`src/sau_defines.svh`:
```
`ifndef SAU_DEFINES_SVH
`define SAU_DEFINES_SVH

// post-modify steps in bytes
`define SAU_WORD_STEP 32'h0000_0004
`define SAU_HALF_STEP 32'h0000_0002

// offset field masks, in bytes
`define SAU_SMALL_WORD_MASK 17'h0003F
`define SAU_FRAME_MASK 17'h000FF
`define SAU_LARGE_WORD_MASK 17'h1FFFF
`define SAU_SMALL_HALF_MASK 17'h0001F
`define SAU_LARGE_HALF_MASK 17'h0FFFF
`define SAU_OFF_PAD 15'h0000

// pointer file slots
`define SAU_SP_SLOT 3'h6
`define SAU_FP_SLOT 3'h7

// alignment fields
`define SAU_WORD_ALIGN_MASK 2'h3
`define SAU_ZERO_LOW2 2'h0

// byte enables
`define SAU_BE_WORD 4'hF
`define SAU_BE_HALF_LO 4'h3
`define SAU_BE_HALF_HI 4'hC
`define SAU_BE_NONE 4'h0

// reset values
`define SAU_REG_RST 32'h0000_0000
`define SAU_SEL_RST 3'h0

`endif

```
`src/sau_pkg.sv`:
```
package sau_pkg;

	typedef logic [31:0] sau_word_t;

	typedef enum logic [1:0] {
		SAU_WORD = 2'b00,
		SAU_HIGH = 2'b01,
		SAU_LOW = 2'b10
	} sau_kind_e;

	typedef enum logic [3:0] {
		SAU_IND = 4'b0000,
		SAU_POST_INC = 4'b0001,
		SAU_POST_DEC = 4'b0010,
		SAU_OFF_SMALL = 4'b0011,
		SAU_OFF_ADD = 4'b0100,
		SAU_OFF_SUB = 4'b0101,
		SAU_POST_IDX = 4'b0110,
		SAU_FP_REL = 4'b0111,
		SAU_POST_MOD = 4'b1000
	} sau_mode_e;

	typedef enum logic [1:0] {
		SAU_FILE_DATA = 2'b00,
		SAU_FILE_PTR = 2'b01,
		SAU_FILE_IDX = 2'b10,
		SAU_FILE_MOD = 2'b11
	} sau_file_e;

	typedef struct packed {
		sau_kind_e kind;
		sau_mode_e mode;
		logic base_is_idx;
		logic [2:0] base_sel;
		logic [2:0] aux_sel;
		logic [2:0] src_sel;
		logic [16:0] offset;
		logic parallel;
	} sau_req_s;

	typedef struct packed {
		sau_word_t addr;
		sau_word_t data;
		logic [3:0] be;
	} sau_mem_s;

	typedef struct packed {
		logic valid;
		sau_file_e file;
		logic [2:0] sel;
		sau_word_t value;
	} sau_load_s;

	typedef struct packed {
		sau_file_e file;
		logic [2:0] sel;
	} sau_rsel_s;

endpackage

```
`src/sau_store_unit.sv`:
```
`include "sau_defines.svh"

// Summary of operation
// word store writes all 32 source bits
// word address not multiple of four faults
// word post-modify steps pointer by four
// small word offset unsigned, zero to sixty
// frame pointer minus offset four to 128
// large word offset added or subtracted
// store first, then add second pointer register
// software names two distinct pointers there
// index registers with modify-register post-increment
// 32-bit forms refused in parallel issue
// upper-half store writes source bits 31:16
// odd half-word address faults, no store
// upper-half index post-modify steps by two
// upper-half forms include pointer plus pointer
// small half offset even, zero to thirty
// large half offset added or subtracted
// eight data, eight pointer, four index registers
// lower-half store writes bits 15:0, step two
// no flags touched, no privilege check
// offset forms leave pointer unchanged
// fault suppresses write and post-modify
module sau_store_unit (
	input wire logic SYS_CLK_I,
	input wire logic RST_N_I,
	input wire logic REQ_VALID_I,
	input wire sau_pkg::sau_req_s REQ_I,
	output logic REQ_READY_O,
	output logic MEM_VALID_O,
	output sau_pkg::sau_mem_s MEM_O,
	input wire logic MEM_READY_I,
	output logic DONE_O,
	output logic MISALIGN_O,
	output logic ISSUE_ERR_O,
	input wire sau_pkg::sau_load_s LOAD_I,
	input wire sau_pkg::sau_rsel_s RSEL_I,
	output sau_pkg::sau_word_t RDATA_O
);
	// register files
	sau_pkg::sau_word_t data_file [8];
	sau_pkg::sau_word_t ptr_file [8];
	sau_pkg::sau_word_t idx_file [4];
	sau_pkg::sau_word_t mod_file [4];

	sau_pkg::sau_word_t base_val;
	sau_pkg::sau_word_t aux_val;
	sau_pkg::sau_word_t src_val;
	sau_pkg::sau_word_t ea;
	sau_pkg::sau_word_t upd_val;
	logic upd_en;
	logic large_enc;
	logic misaligned;
	logic accept;
	logic issue_bad;
	logic go;
	logic complete;
	logic [15:0] half_val;
	sau_pkg::sau_mem_s mem_next;

	logic busy_reg;
	sau_pkg::sau_mem_s mem_reg;
	logic done_reg;
	logic misalign_reg;
	logic issue_err_reg;
	logic upd_en_reg;
	sau_pkg::sau_file_e upd_file_reg;
	logic [2:0] upd_sel_reg;
	sau_pkg::sau_word_t upd_val_reg;
	sau_pkg::sau_word_t rdata_reg;

	assign REQ_READY_O = !busy_reg;
	assign accept = REQ_VALID_I && !busy_reg;
	assign complete = busy_reg && MEM_READY_I;
	assign MEM_VALID_O = busy_reg;
	assign MEM_O = mem_reg;
	assign DONE_O = done_reg;
	assign MISALIGN_O = misalign_reg;
	assign ISSUE_ERR_O = issue_err_reg;
	assign RDATA_O = rdata_reg;

	// operand selection
	always_comb begin
		if (REQ_I.base_is_idx) begin
			base_val = idx_file[REQ_I.base_sel[1:0]];
		end else if (REQ_I.mode == sau_pkg::SAU_FP_REL) begin
			base_val = ptr_file[`SAU_FP_SLOT];
		end else begin
			base_val = ptr_file[REQ_I.base_sel];
		end
	end

	always_comb begin
		if (REQ_I.mode == sau_pkg::SAU_POST_MOD) begin
			aux_val = mod_file[REQ_I.aux_sel[1:0]];
		end else begin
			aux_val = ptr_file[REQ_I.aux_sel];
		end
	end

	assign src_val = data_file[REQ_I.src_sel];

	sau_addr_gen u_addr_gen (
		.kind_i(REQ_I.kind),
		.mode_i(REQ_I.mode),
		.base_i(base_val),
		.aux_i(aux_val),
		.offset_i(REQ_I.offset),
		.ea_o(ea),
		.upd_o(upd_val),
		.upd_en_o(upd_en),
		.large_o(large_enc)
	);

	sau_align_chk u_align_chk (
		.kind_i(REQ_I.kind),
		.ea_low_i(ea[1:0]),
		.misaligned_o(misaligned)
	);

	// privilege and flags are not consulted
	assign issue_bad = large_enc && REQ_I.parallel;
	assign go = accept && !issue_bad && !misaligned;

	// write data lanes
	always_comb begin
		half_val = src_val[15:0];
		mem_next.addr = ea;
		mem_next.data = src_val;
		mem_next.be = `SAU_BE_WORD;
		unique case (REQ_I.kind)
			sau_pkg::SAU_WORD: begin
				mem_next.data = src_val;
				mem_next.be = `SAU_BE_WORD;
			end
			sau_pkg::SAU_HIGH: begin
				half_val = src_val[31:16];
				mem_next.data = {half_val, half_val};
				mem_next.be = ea[1] ? `SAU_BE_HALF_HI : `SAU_BE_HALF_LO;
			end
			sau_pkg::SAU_LOW: begin
				half_val = src_val[15:0];
				mem_next.data = {half_val, half_val};
				mem_next.be = ea[1] ? `SAU_BE_HALF_HI : `SAU_BE_HALF_LO;
			end
			default: begin
				mem_next.be = `SAU_BE_NONE;
			end
		endcase
	end

	// outstanding memory write
	always_ff @(posedge SYS_CLK_I) begin
		if (!RST_N_I) begin
			busy_reg <= 1'b0;
			mem_reg <= '0;
		end else if (go) begin
			busy_reg <= 1'b1;
			mem_reg <= mem_next;
		end else if (complete) begin
			busy_reg <= 1'b0;
		end
	end

	// event pulses
	always_ff @(posedge SYS_CLK_I) begin
		if (!RST_N_I) begin
			done_reg <= 1'b0;
			misalign_reg <= 1'b0;
			issue_err_reg <= 1'b0;
		end else begin
			done_reg <= complete;
			misalign_reg <= accept && !issue_bad && misaligned;
			issue_err_reg <= accept && issue_bad;
		end
	end

	// pending post-modify, applied once the write is taken
	always_ff @(posedge SYS_CLK_I) begin
		if (!RST_N_I) begin
			upd_en_reg <= 1'b0;
			upd_file_reg <= sau_pkg::SAU_FILE_PTR;
			upd_sel_reg <= `SAU_SEL_RST;
			upd_val_reg <= `SAU_REG_RST;
		end else if (go) begin
			upd_en_reg <= upd_en;
			upd_file_reg <= REQ_I.base_is_idx ? sau_pkg::SAU_FILE_IDX
				: sau_pkg::SAU_FILE_PTR;
			upd_sel_reg <= REQ_I.base_sel;
			upd_val_reg <= upd_val;
		end
	end

	// register files; post-modify wins over a load to the same entry
	genvar g;
	generate
		for (g = 0; g < 8; g++) begin : g_regs
			logic upd_ptr;
			assign upd_ptr = complete && upd_en_reg
				&& upd_file_reg == sau_pkg::SAU_FILE_PTR
				&& upd_sel_reg == 3'(g);
			always_ff @(posedge SYS_CLK_I) begin
				if (!RST_N_I) begin
					data_file[g] <= `SAU_REG_RST;
				end else if (LOAD_I.valid && LOAD_I.file ==
					sau_pkg::SAU_FILE_DATA && LOAD_I.sel == 3'(g)) begin
					data_file[g] <= LOAD_I.value;
				end
			end
			always_ff @(posedge SYS_CLK_I) begin
				if (!RST_N_I) begin
					ptr_file[g] <= `SAU_REG_RST;
				end else if (upd_ptr) begin
					ptr_file[g] <= upd_val_reg;
				end else if (LOAD_I.valid && LOAD_I.file ==
					sau_pkg::SAU_FILE_PTR && LOAD_I.sel == 3'(g)) begin
					ptr_file[g] <= LOAD_I.value;
				end
			end
			if (g < 4) begin : g_dag
				logic upd_idx;
				assign upd_idx = complete && upd_en_reg
					&& upd_file_reg == sau_pkg::SAU_FILE_IDX
					&& upd_sel_reg[1:0] == 2'(g);
				always_ff @(posedge SYS_CLK_I) begin
					if (!RST_N_I) begin
						idx_file[g] <= `SAU_REG_RST;
					end else if (upd_idx) begin
						idx_file[g] <= upd_val_reg;
					end else if (LOAD_I.valid && LOAD_I.file ==
						sau_pkg::SAU_FILE_IDX && LOAD_I.sel == 3'(g)) begin
						idx_file[g] <= LOAD_I.value;
					end
				end
				always_ff @(posedge SYS_CLK_I) begin
					if (!RST_N_I) begin
						mod_file[g] <= `SAU_REG_RST;
					end else if (LOAD_I.valid && LOAD_I.file ==
						sau_pkg::SAU_FILE_MOD && LOAD_I.sel == 3'(g)) begin
						mod_file[g] <= LOAD_I.value;
					end
				end
			end
		end
	endgenerate

	// readback
	always_ff @(posedge SYS_CLK_I) begin
		if (!RST_N_I) begin
			rdata_reg <= `SAU_REG_RST;
		end else begin
			unique case (RSEL_I.file)
				sau_pkg::SAU_FILE_DATA: rdata_reg <= data_file[RSEL_I.sel];
				sau_pkg::SAU_FILE_PTR: rdata_reg <= ptr_file[RSEL_I.sel];
				sau_pkg::SAU_FILE_IDX: rdata_reg <= idx_file[RSEL_I.sel[1:0]];
				sau_pkg::SAU_FILE_MOD: rdata_reg <= mod_file[RSEL_I.sel[1:0]];
			endcase
		end
	end

	logic acc_word;
	logic acc_half;
	assign acc_word = accept && !issue_bad
		&& REQ_I.kind == sau_pkg::SAU_WORD;
	assign acc_half = accept && !issue_bad
		&& REQ_I.kind != sau_pkg::SAU_WORD;
endmodule

```
`src/sau_addr_gen.sv`:
```
`include "sau_defines.svh"

module sau_addr_gen (
	input wire sau_pkg::sau_kind_e kind_i,
	input wire sau_pkg::sau_mode_e mode_i,
	input wire sau_pkg::sau_word_t base_i,
	input wire sau_pkg::sau_word_t aux_i,
	input wire logic [16:0] offset_i,
	output sau_pkg::sau_word_t ea_o,
	output sau_pkg::sau_word_t upd_o,
	output logic upd_en_o,
	output logic large_o
);
	sau_pkg::sau_word_t step;
	sau_pkg::sau_word_t offz;
	logic [16:0] mask;
	logic is_word;

	assign is_word = (kind_i == sau_pkg::SAU_WORD);
	assign step = is_word ? `SAU_WORD_STEP : `SAU_HALF_STEP;

	always_comb begin
		unique case (mode_i)
			sau_pkg::SAU_OFF_SMALL: mask = is_word ? `SAU_SMALL_WORD_MASK
				: `SAU_SMALL_HALF_MASK;
			sau_pkg::SAU_OFF_ADD, sau_pkg::SAU_OFF_SUB: mask = is_word
				? `SAU_LARGE_WORD_MASK : `SAU_LARGE_HALF_MASK;
			sau_pkg::SAU_FP_REL: mask = `SAU_FRAME_MASK;
			default: mask = 17'h00000;
		endcase
	end

	assign offz = {`SAU_OFF_PAD, offset_i & mask};

	always_comb begin
		ea_o = base_i;
		upd_o = base_i;
		upd_en_o = 1'b0;
		large_o = 1'b0;
		unique case (mode_i)
			sau_pkg::SAU_IND: begin
			end
			sau_pkg::SAU_POST_INC: begin
				upd_o = base_i + step;
				upd_en_o = 1'b1;
			end
			sau_pkg::SAU_POST_DEC: begin
				upd_o = base_i - step;
				upd_en_o = 1'b1;
			end
			sau_pkg::SAU_OFF_SMALL: ea_o = base_i + offz;
			sau_pkg::SAU_OFF_ADD: begin
				ea_o = base_i + offz;
				large_o = 1'b1;
			end
			sau_pkg::SAU_OFF_SUB: begin
				ea_o = base_i - offz;
				large_o = 1'b1;
			end
			sau_pkg::SAU_POST_IDX, sau_pkg::SAU_POST_MOD: begin
				upd_o = base_i + aux_i;
				upd_en_o = 1'b1;
			end
			sau_pkg::SAU_FP_REL: ea_o = base_i - offz;
			default: begin
			end
		endcase
	end
endmodule

```
`src/sau_align_chk.sv`:
```
`include "sau_defines.svh"

module sau_align_chk (
	input wire sau_pkg::sau_kind_e kind_i,
	input wire logic [1:0] ea_low_i,
	output logic misaligned_o
);
	always_comb begin
		if (kind_i == sau_pkg::SAU_WORD) begin
			misaligned_o = ((ea_low_i & `SAU_WORD_ALIGN_MASK)
				!= `SAU_ZERO_LOW2);
		end else begin
			misaligned_o = ea_low_i[0];
		end
	end
endmodule

```
`config.mk`:
```
export PLATFORM = sky130hd
export DESIGN_NAME = sau_store_unit
export DESIGN_NICKNAME = d
export VERILOG_FILES = /design/src/sau_pkg.sv /design/src/sau_store_unit.sv /design/src/sau_addr_gen.sv /design/src/sau_align_chk.sv
export VERILOG_INCLUDE_DIRS = /design/src
export SDC_FILE = /design/constraint.sdc
export NUM_CORES = 2
export LEC_CHECK = 0
export CAP_MARGIN = 20
export CORE_MARGIN = 2
export CORE_UTILIZATION = 33
export CTS_BUF_LIST = sky130_fd_sc_hd__clkbuf_16
export DETAILED_ROUTE_END_ITERATION = 8
export DONT_BUFFER_PORTS = 1
export GPL_ROUTABILITY_DRIVEN = 0
export GPL_TIMING_DRIVEN = 0
export PLACE_DENSITY = 0.57
export SLEW_MARGIN = 20
export SYNTH_ARGS = -nofsm -noshare
export SYNTH_HDL_FRONTEND = slang
export SYNTH_SLANG_ARGS = --single-unit
```
`constraint.sdc`:
```
create_clock -name SYS_CLK_I -period 5.7 [get_ports SYS_CLK_I]
set_input_delay 1.14 -clock SYS_CLK_I [delete_from_list [all_inputs] [get_ports SYS_CLK_I]]
set_output_delay 1.14 -clock SYS_CLK_I [all_outputs]
set_load 0.02 [all_outputs]
```
Word level (Yosys, flattened, before mapping):

Memories as Yosys holds them, arrays and structs flattened.
Cells that the tools add are included.

* eq/ne operators: 35
* bitwise operators: 37
* reductions and logical operators: 67
* add/subtract/negate cells: 5
* muxes and demuxes: 176

Operator list (count)
* 2-to-1 mux 32 bit: 39
* case mux 32 bit (2 select lines): 2
* case mux 32 bit (4 select lines): 1
* 2-to-1 mux 1 bit: 126
* case mux 32 bit (3 select lines): 1
* adder 32 bit: 2
* case mux 17 bit (3 select lines): 1
* logical AND 1 bit: 50
* bitwise OR 1 bit: 36
* adder 32 x 17 -> 32 bit: 1
* subtractor 32 x 17 -> 32 bit: 1
* subtractor 32 bit: 1
* equality test 3 bit (second input constant): 8
* AND 17 bit: 1
* 2-to-1 mux 17 bit: 1
* equality test 2 bit (second input constant): 8
* equality test 4 x 3 -> 1 bit (second input constant): 4
* equality test 3 x 2 -> 1 bit (second input constant): 4
* equality test 2 x 1 -> 1 bit (second input constant): 5
* OR reduction 2 bit: 5
* equality test 4 x 2 -> 1 bit (second input constant): 2
* zero test 2 bit: 4
* case mux 4 bit (2 select lines): 1
* equality test 3 x 1 -> 1 bit (second input constant): 2
* other kinds (10): 14

* logic and storage cells: 336
* memories: 4
* output and inout port bits: 105
* bits in writable memories: 768
* register bits after elaboration: 142
* input bits: 81

Memories
* data_file: words 8, width 32, read ports 2, clocked after memory_dff 0, wr ports 8, RTL line sau_store_unit.sv:42 `sau_pkg::sau_word_t data_file [8];`
* ptr_file: words 8, width 32, read ports 4, clocked after memory_dff 0, wr ports 8, RTL line sau_store_unit.sv:43 `sau_pkg::sau_word_t ptr_file [8];`
* idx_file: words 4, width 32, read ports 2, clocked after memory_dff 0, wr ports 4, RTL line sau_store_unit.sv:44 `sau_pkg::sau_word_t idx_file [4];`
* mod_file: words 4, width 32, read ports 2, clocked after memory_dff 0, wr ports 4, RTL line sau_store_unit.sv:45 `sau_pkg::sau_word_t mod_file [4];`

Depth between registers and ports, before layout:

* depth after elaboration: 11
* depth in mapped cells: 26
* gate-level depth less buffers: 22

Cells and area by module:

From an unflattened synthesis, not the netlist that was laid out.

* cells, all modules: 4239
* area total of the unflattened synthesis: 53557.6 um^2

By module, submodules not included
* sau_store_unit: sequential area each 25864.8 um^2, instances 1, cells an instance 3498, area each 48799.3 um^2
* sau_addr_gen: sequential area each 0.0 um^2, instances 1, cells an instance 739, area each 4747.1 um^2
* sau_align_chk: sequential area each 0.0 um^2, instances 1, cells an instance 2, area each 11.3 um^2

Worst setup path before layout:

No wires, ideal clock.

* path type: input port to flip-flop
* start: input REQ_I[29] (netlist bit)
* end: register mem_reg, in the netlist MEM_O[67]
* arrival: 5.776 ns
* buffers on the path: 4
* data required time: 5.625 ns
* cell stages on the path: 26
* library setup time: 0.075 ns
* slack: -0.151 ns
* cell sequence: buf_2 > mux2i_1 > nor2_1 > clkbuf_1 > clkbuf_1 > nand2_1 > ha_1 > nor2b_1 > o21ai_0 > nand2b_1 > a21oi_1 > or2_2 > o211ai_1 > nand3_1 > ha_1 > buf_2 > a21oi_1 > o21ai_0 > a221o_1 > a41oi_1 > o21ai_1 > a211oi_1 > nor3b_1 > a211oi_1 > mux2_1 > o22ai_1

* cells in the longest elaborated chain, start to end: 10
* elaborated cells on any way between the ends: 22
* classes of those cells: 2 x add/sub; 4 x eq/ne; 6 x mux; 1 x bitwise; 9 x reduce/logical

RTL lines
* start: declaration: RTL line sau_store_unit.sv:29 `input wire sau_pkg::sau_req_s REQ_I,`
* equality test 4 x 3 -> 1 bit: RTL line sau_addr_gen.sv:23, sau_addr_gen.sv:40
* OR reduction 2 bit (no line)
* case mux 17 bit (3 select lines): RTL line sau_addr_gen.sv:23 `unique case (mode_i)`
* AND 17 bit: RTL line sau_addr_gen.sv:33 `` assign offz = {`SAU_OFF_PAD, offset_i & mask}; ``
* subtractor 32 x 17 -> 32 bit or adder 32 x 17 -> 32 bit (tied branches)
* case mux 32 bit (2 select lines): RTL line sau_addr_gen.sv:40 `unique case (mode_i)`
* nonzero test 2 bit (no line)
* 2-to-1 mux 1 bit: RTL line sau_align_chk.sv:9 `if (kind_i == sau_pkg::SAU_WORD) begin`
* zero test 1 bit: RTL line sau_store_unit.sv:124 `assign go = accept && !issue_bad && !misaligned;`
* logical AND 1 bit: RTL line sau_store_unit.sv:124
* end signal: assignment: RTL line sau_store_unit.sv:160 `mem_reg <= mem_next;`
* end: declaration: RTL line sau_store_unit.sv:63 `sau_pkg::sau_mem_s mem_reg;`

Parallel ways exist; a longest one is shown, timed or not.
A chain may end at the register's enable or synchronous reset.

Final worst setup path:

* start: input REQ_I[25] (netlist bit)
* end: register upd_val_reg[31]

* cells in the longest elaborated chain, start to end: 9
* elaborated cells on any way between the ends: 15
* classes of those cells: 5 x add/sub; 5 x mux; 3 x reduce/logical; 2 x memory

RTL lines
* memory read (8 x 32 bit)
* 2-to-1 mux 32 bit: RTL line sau_store_unit.sv:87 `end else if (REQ_I.mode == sau_pkg::SAU_FP_REL) begin`
* 2-to-1 mux 32 bit *: RTL line sau_store_unit.sv:85 `if (REQ_I.base_is_idx) begin`
* subtractor 32 x 17 -> 32 bit or adder 32 x 17 -> 32 bit (tied branches)
* case mux 32 bit (2 select lines): RTL line sau_addr_gen.sv:40
* nonzero test 2 bit (no line)
* 2-to-1 mux 1 bit: RTL line sau_align_chk.sv:9
* zero test 1 bit: RTL line sau_store_unit.sv:124
* logical AND 1 bit: RTL line sau_store_unit.sv:124
* end signal: assignment: RTL line sau_store_unit.sv:185 `` upd_val_reg <= `SAU_REG_RST; ``
* end signal: assignment: RTL line sau_store_unit.sv:191 `upd_val_reg <= upd_val;`
* end: declaration: RTL line sau_store_unit.sv:70 `sau_pkg::sau_word_t upd_val_reg;`

Mark *: on every way between the ends. The rest lies on a longest branch, timed or not.

==> metrics.txt <==
# TYPE chip_impl_metric gauge
chip_impl_info{name="clk_root_buffer_cell",value="sky130_fd_sc_hd__clkbuf_16"} 1
chip_impl_metric{name="number_of_port_buffers",unit=""} 0
chip_impl_metric{name="tritoncts_num_sinks",unit=""} 908
chip_impl_metric{name="worst_slew_pin_slew",unit="ps"} 1190
chip_impl_metric{name="clock_skew",unit="ps"} 54.3
chip_impl_info{name="tritoncts",value="yes"} 1
chip_impl_metric{name="hold_fix_buffers_at_cts",unit=""} 0
chip_impl_info{name="synth_top_flop_cell",value="sky130_fd_sc_hd__edfxtp_1"} 1
chip_impl_metric{name="timing_hold_violations_final",unit=""} 0
chip_impl_metric{name="clk_latency",unit="ps"} 760
chip_impl_metric{name="dr.first_iter.drc_count",unit=""} 5295
chip_impl_metric{name="max-slew-margin-rel",unit="%"} 20.9
chip_impl_info{name="result_of_the_run",value="complete, but fails checks"} 1
chip_impl_metric{name="cts_buffer_depth",unit=""} 3
chip_impl_metric{name="floorplan.rows",unit=""} 148
chip_impl_metric{name="postLayoutCellArea",unit="sq um"} 61100
chip_impl_metric{name="detailed_place.area",unit="sq um"} 57400
chip_impl_metric{name="total_via_count_in_the_routed_design",unit=""} 40500
chip_impl_metric{name="fin_crit",unit="ps"} 5750
chip_impl_metric{name="warnings_from_yosys",unit=""} 0
chip_impl_metric{name="ys_seq_elements",unit=""} 908
chip_impl_metric{name="drtAntennaViolNets",unit=""} 0
chip_impl_metric{name="numCtsBuffers",unit=""} 101
chip_impl_metric{name="synth-edff-count",unit=""} 768
chip_impl_metric{name="syn_avg_cell_area",unit="sq um"} 12.6
chip_impl_metric{name="clock_tree.htree_level_count",unit=""} 3
chip_impl_metric{name="part_of_the_yosys_area_used_for_sequential_elements",unit="%"} 48.2
chip_impl_metric{name="final-max-slew-violation-count",unit=""} 0
chip_impl_metric{name="die_w",unit="microns"} 407
chip_impl_info{name="synth_area_leader_cell",value="sky130_fd_sc_hd__edfxtp_1"} 1
chip_impl_metric{name="clk_pin_slew",unit="ps"} 60
chip_impl_metric{name="synthesis.instances",unit=""} 4271
chip_impl_metric{name="routed_wl",unit="mm"} 211
chip_impl_metric{name="boundaryPins",unit=""} 186
chip_impl_info{name="worst_setup_path_class",value="input pin to flip-flop"} 1
chip_impl_metric{name="die_area",unit="sq um"} 166000
chip_impl_metric{name="finalSetupViolations",unit=""} 2
chip_impl_info{name="biggestRegsByFlops",value="data_file: 256 flops, ptr_file: 256 flops"} 1
chip_impl_metric{name="endpoint_required_time_on_the_critical_path",unit="ps"} 6330
chip_impl_info{name="failed_checks",value="negative setup slack"} 1
chip_impl_metric{name="synth_async_sr_flop_share",unit="%"} 0
chip_impl_metric{name="die_h",unit="microns"} 407
chip_impl_metric{name="period_utilization",unit="%"} 101
chip_impl_metric{name="total_power",unit="mW"} 18.0
chip_impl_metric{name="grt_max_degree",unit=""} 33
chip_impl_metric{name="leakage",unit="nW"} 21.3
chip_impl_metric{name="number_of_global_route_vias_before_repair",unit=""} 39200
chip_impl_metric{name="worstPathArrival",unit="ps"} 6380
chip_impl_info{name="worstSetupStartpointType",value="input pin"} 1
chip_impl_metric{name="antenna_found_initial",unit=""} 12
chip_impl_metric{name="ff_latch_area",unit="sq um"} 25900
chip_impl_metric{name="r2r_cells",unit=""} 16
chip_impl_info{name="worst_hold_path_type",value="flip-flop to flip-flop"} 1
chip_impl_metric{name="critical_path_fanout_max",unit=""} 10
chip_impl_metric{name="route.detailed.vias_per_inst",unit=""} 6.07
chip_impl_info{name="final_cell_mix",value="768 x sky130_fd_sc_hd__edfxtp_1, 448 x sky130_fd_sc_hd__mux4_2, 390 x sky130_fd_sc_hd__and2_1"} 1
chip_impl_metric{name="floorplan.initialDensity",unit="%"} 33.1
chip_impl_metric{name="maxCapViolations",unit=""} 0
chip_impl_metric{name="post-place-ws",unit="ps"} -2070
chip_impl_metric{name="ys_types",unit=""} 77
chip_impl_metric{name="setup_slack",unit="ps"} -47.0
chip_impl_metric{name="design.final.nets",unit=""} 4565
chip_impl_metric{name="finalCoreUtilization",unit="%"} 37.7
chip_impl_metric{name="grt_remaining_overflow",unit=""} 0
chip_impl_info{name="endpoint_kind_of_the_worst_setup_timing_path",value="flip-flop"} 1
chip_impl_metric{name="worst_hold_path.num_cells",unit=""} 2
chip_impl_info{name="layout_commonest_cell",value="sky130_fd_sc_hd__edfxtp_1"} 1
chip_impl_metric{name="share_of_post_route_cells_with_drive_strength_above_1",unit="%"} 18.0
chip_impl_metric{name="synthesis.nets",unit=""} 4422
chip_impl_metric{name="firstDrtPassIters",unit=""} 6
chip_impl_info{name="ys_top_cells_by_area",value="sky130_fd_sc_hd__edfxtp_1 43%, sky130_fd_sc_hd__mux4_2 19%, sky130_fd_sc_hd__a22o_1 6.3%"} 1
chip_impl_metric{name="syn-cell-area",unit="sq um"} 53700
chip_impl_metric{name="yosys.area.top_type_share",unit="%"} 43.0
chip_impl_metric{name="n_fill_cell",unit=""} 15600
chip_impl_metric{name="routed_wirelength_normalized_by_instance_count",unit="microns"} 31.6
chip_impl_metric{name="groute.usage.overall",unit="%"} 24.7
chip_impl_metric{name="peakVddDrop",unit="mV"} 0.250
chip_impl_metric{name="fmaxAchievable",unit="MHz"} 174
chip_impl_metric{name="combined_area_of_the_multi_input_logic_cells",unit="sq um"} 26200
chip_impl_metric{name="remaining_drcs",unit=""} 0
chip_impl_metric{name="p_per_area",unit="nW/um^2"} 295
chip_impl_metric{name="timing.setup.tns",unit="ps"} -74.9
chip_impl_metric{name="area_delta_synth_final",unit="%"} 13.9
chip_impl_metric{name="grt_first_pass_wirelength",unit="mm"} 294
chip_impl_metric{name="core_area",unit="sq um"} 162000
chip_impl_metric{name="detailedPlacementHpwl",unit="mm"} 166
==> path summary, 6_finish.rpt <==
kind	slack [ps]	end	startpoint
min	480	upd_file_reg[1]	upd_file_reg[1]
max	-50	upd_val_reg[31]	REQ_I[25]
min reg2reg	480	upd_file_reg[1]	upd_file_reg[1]
max reg2reg	910	upd_val_reg[30]	ptr_file[3][0]
==> area by class of cell <==
type                    instances  share of cell area (%)
multi-input cells            2872                    42.9
clock inverters                80                   0.997
diodes                          8                  0.0327
inverters                      28                   0.172
repair buffers                 42                    1.38
well taps                    2175                    4.45
clock buffers                 110                    4.50
plain buffers                 461                    3.24
flip-flops and latches        908                    42.3
==> cell usage after synthesis (all sizes together) (20+ instances only) <==
| library cell | n |
|---|---|
| nand2 | 272 |
| o21ai | 216 |
| mux4 | 448 |
| a211oi | 34 |
| dfxtp | 140 |
| o211ai | 44 |
| a31oi | 20 |
| edfxtp | 768 |
| o221ai | 33 |
| a21oi | 212 |
| xnor2 | 31 |
| buf | 93 |
| nor2 | 263 |
| nor3 | 32 |
| inv | 28 |
| xor2 | 24 |
| nand3 | 47 |
| ha | 68 |
| clkbuf | 370 |
| a21o | 27 |
| and2 | 390 |
| mux2i | 162 |
| a22o | 384 |
==> layer usage <==
| metal | vias to the layer above | global-route usage, % | routed length (microns) |
|---|---|---|---|
| met4 | 2 | 10.2 | 9830 |
| li1 | 17000 | - | - |
| met2 | 2512 | 38.4 | 94700 |
| met3 | 405 | 7.26 | 25600 |
| met5 | - | 0 | 13 |
| met1 | 20600 | 32.3 | 80800 |
==> report_power, final <==
| part | internal [mW] | switching (mW) | total, mW |
|---|---|---|---|
| logic | 1.24 | 2.09 | 3.33 |
| registers | 7.58 | 0.371 | 7.95 |
| clock network | 3.76 | 2.98 | 6.74 |
==> what timing repair did <==
| action | in CTS | in global routing |
|---|---|---|
| buffers inserted | 2 | 4 |
| endpoints found under the hold margin | 0 | 0 |
| resized for setup | 74 | 42 |
| pin swaps | 2 | 6 |
| endpoints found under the setup margin | 38 | 16 |
==> metrics by stage <==
step           hold slack, ps  instances
2_1_floorplan             445       4271
3_3_place_gp              454       6446
3_5_place_dp              465       6480
4_1_cts                   473       6671
5_1_grt                   483       6679
6_report                  477       6684
==> critical path, stage by stage <==
cell	delay, ps
sky130_fd_sc_hd__buf_2	260
sky130_fd_sc_hd__buf_2	320
sky130_fd_sc_hd__buf_4	390
sky130_fd_sc_hd__clkbuf_2	390
sky130_fd_sc_hd__mux4_2	450
sky130_fd_sc_hd__nand2_1	100
sky130_fd_sc_hd__o21ai_0	370
sky130_fd_sc_hd__ha_1	400
sky130_fd_sc_hd__a21oi_2	340
sky130_fd_sc_hd__nand2_1	120
sky130_fd_sc_hd__a311oi_2	490
sky130_fd_sc_hd__o21ai_0	270
sky130_fd_sc_hd__o31ai_2	410
sky130_fd_sc_hd__o211ai_1	160
sky130_fd_sc_hd__a21oi_1	290
sky130_fd_sc_hd__xor2_1	220
sky130_fd_sc_hd__nand4b_1	110
sky130_fd_sc_hd__o311ai_1	110
==> cell families (layout without fill, tap and decap cells) <==
logic type      count (synthesis)  after routing  share of synthesized area, %
compound gates               1036           1036                          13.6
xor+xnor                       55             55                         0.897
fa+ha+maj                      70             70                          1.66
buf+inv                       491            721                          3.60
flops                         908            908                          48.2
mux                           612            612                          21.9
other cells                     0              8                             0
simple gates                 1099           1099                          10.2
Power figures use the tool's default switching activity.
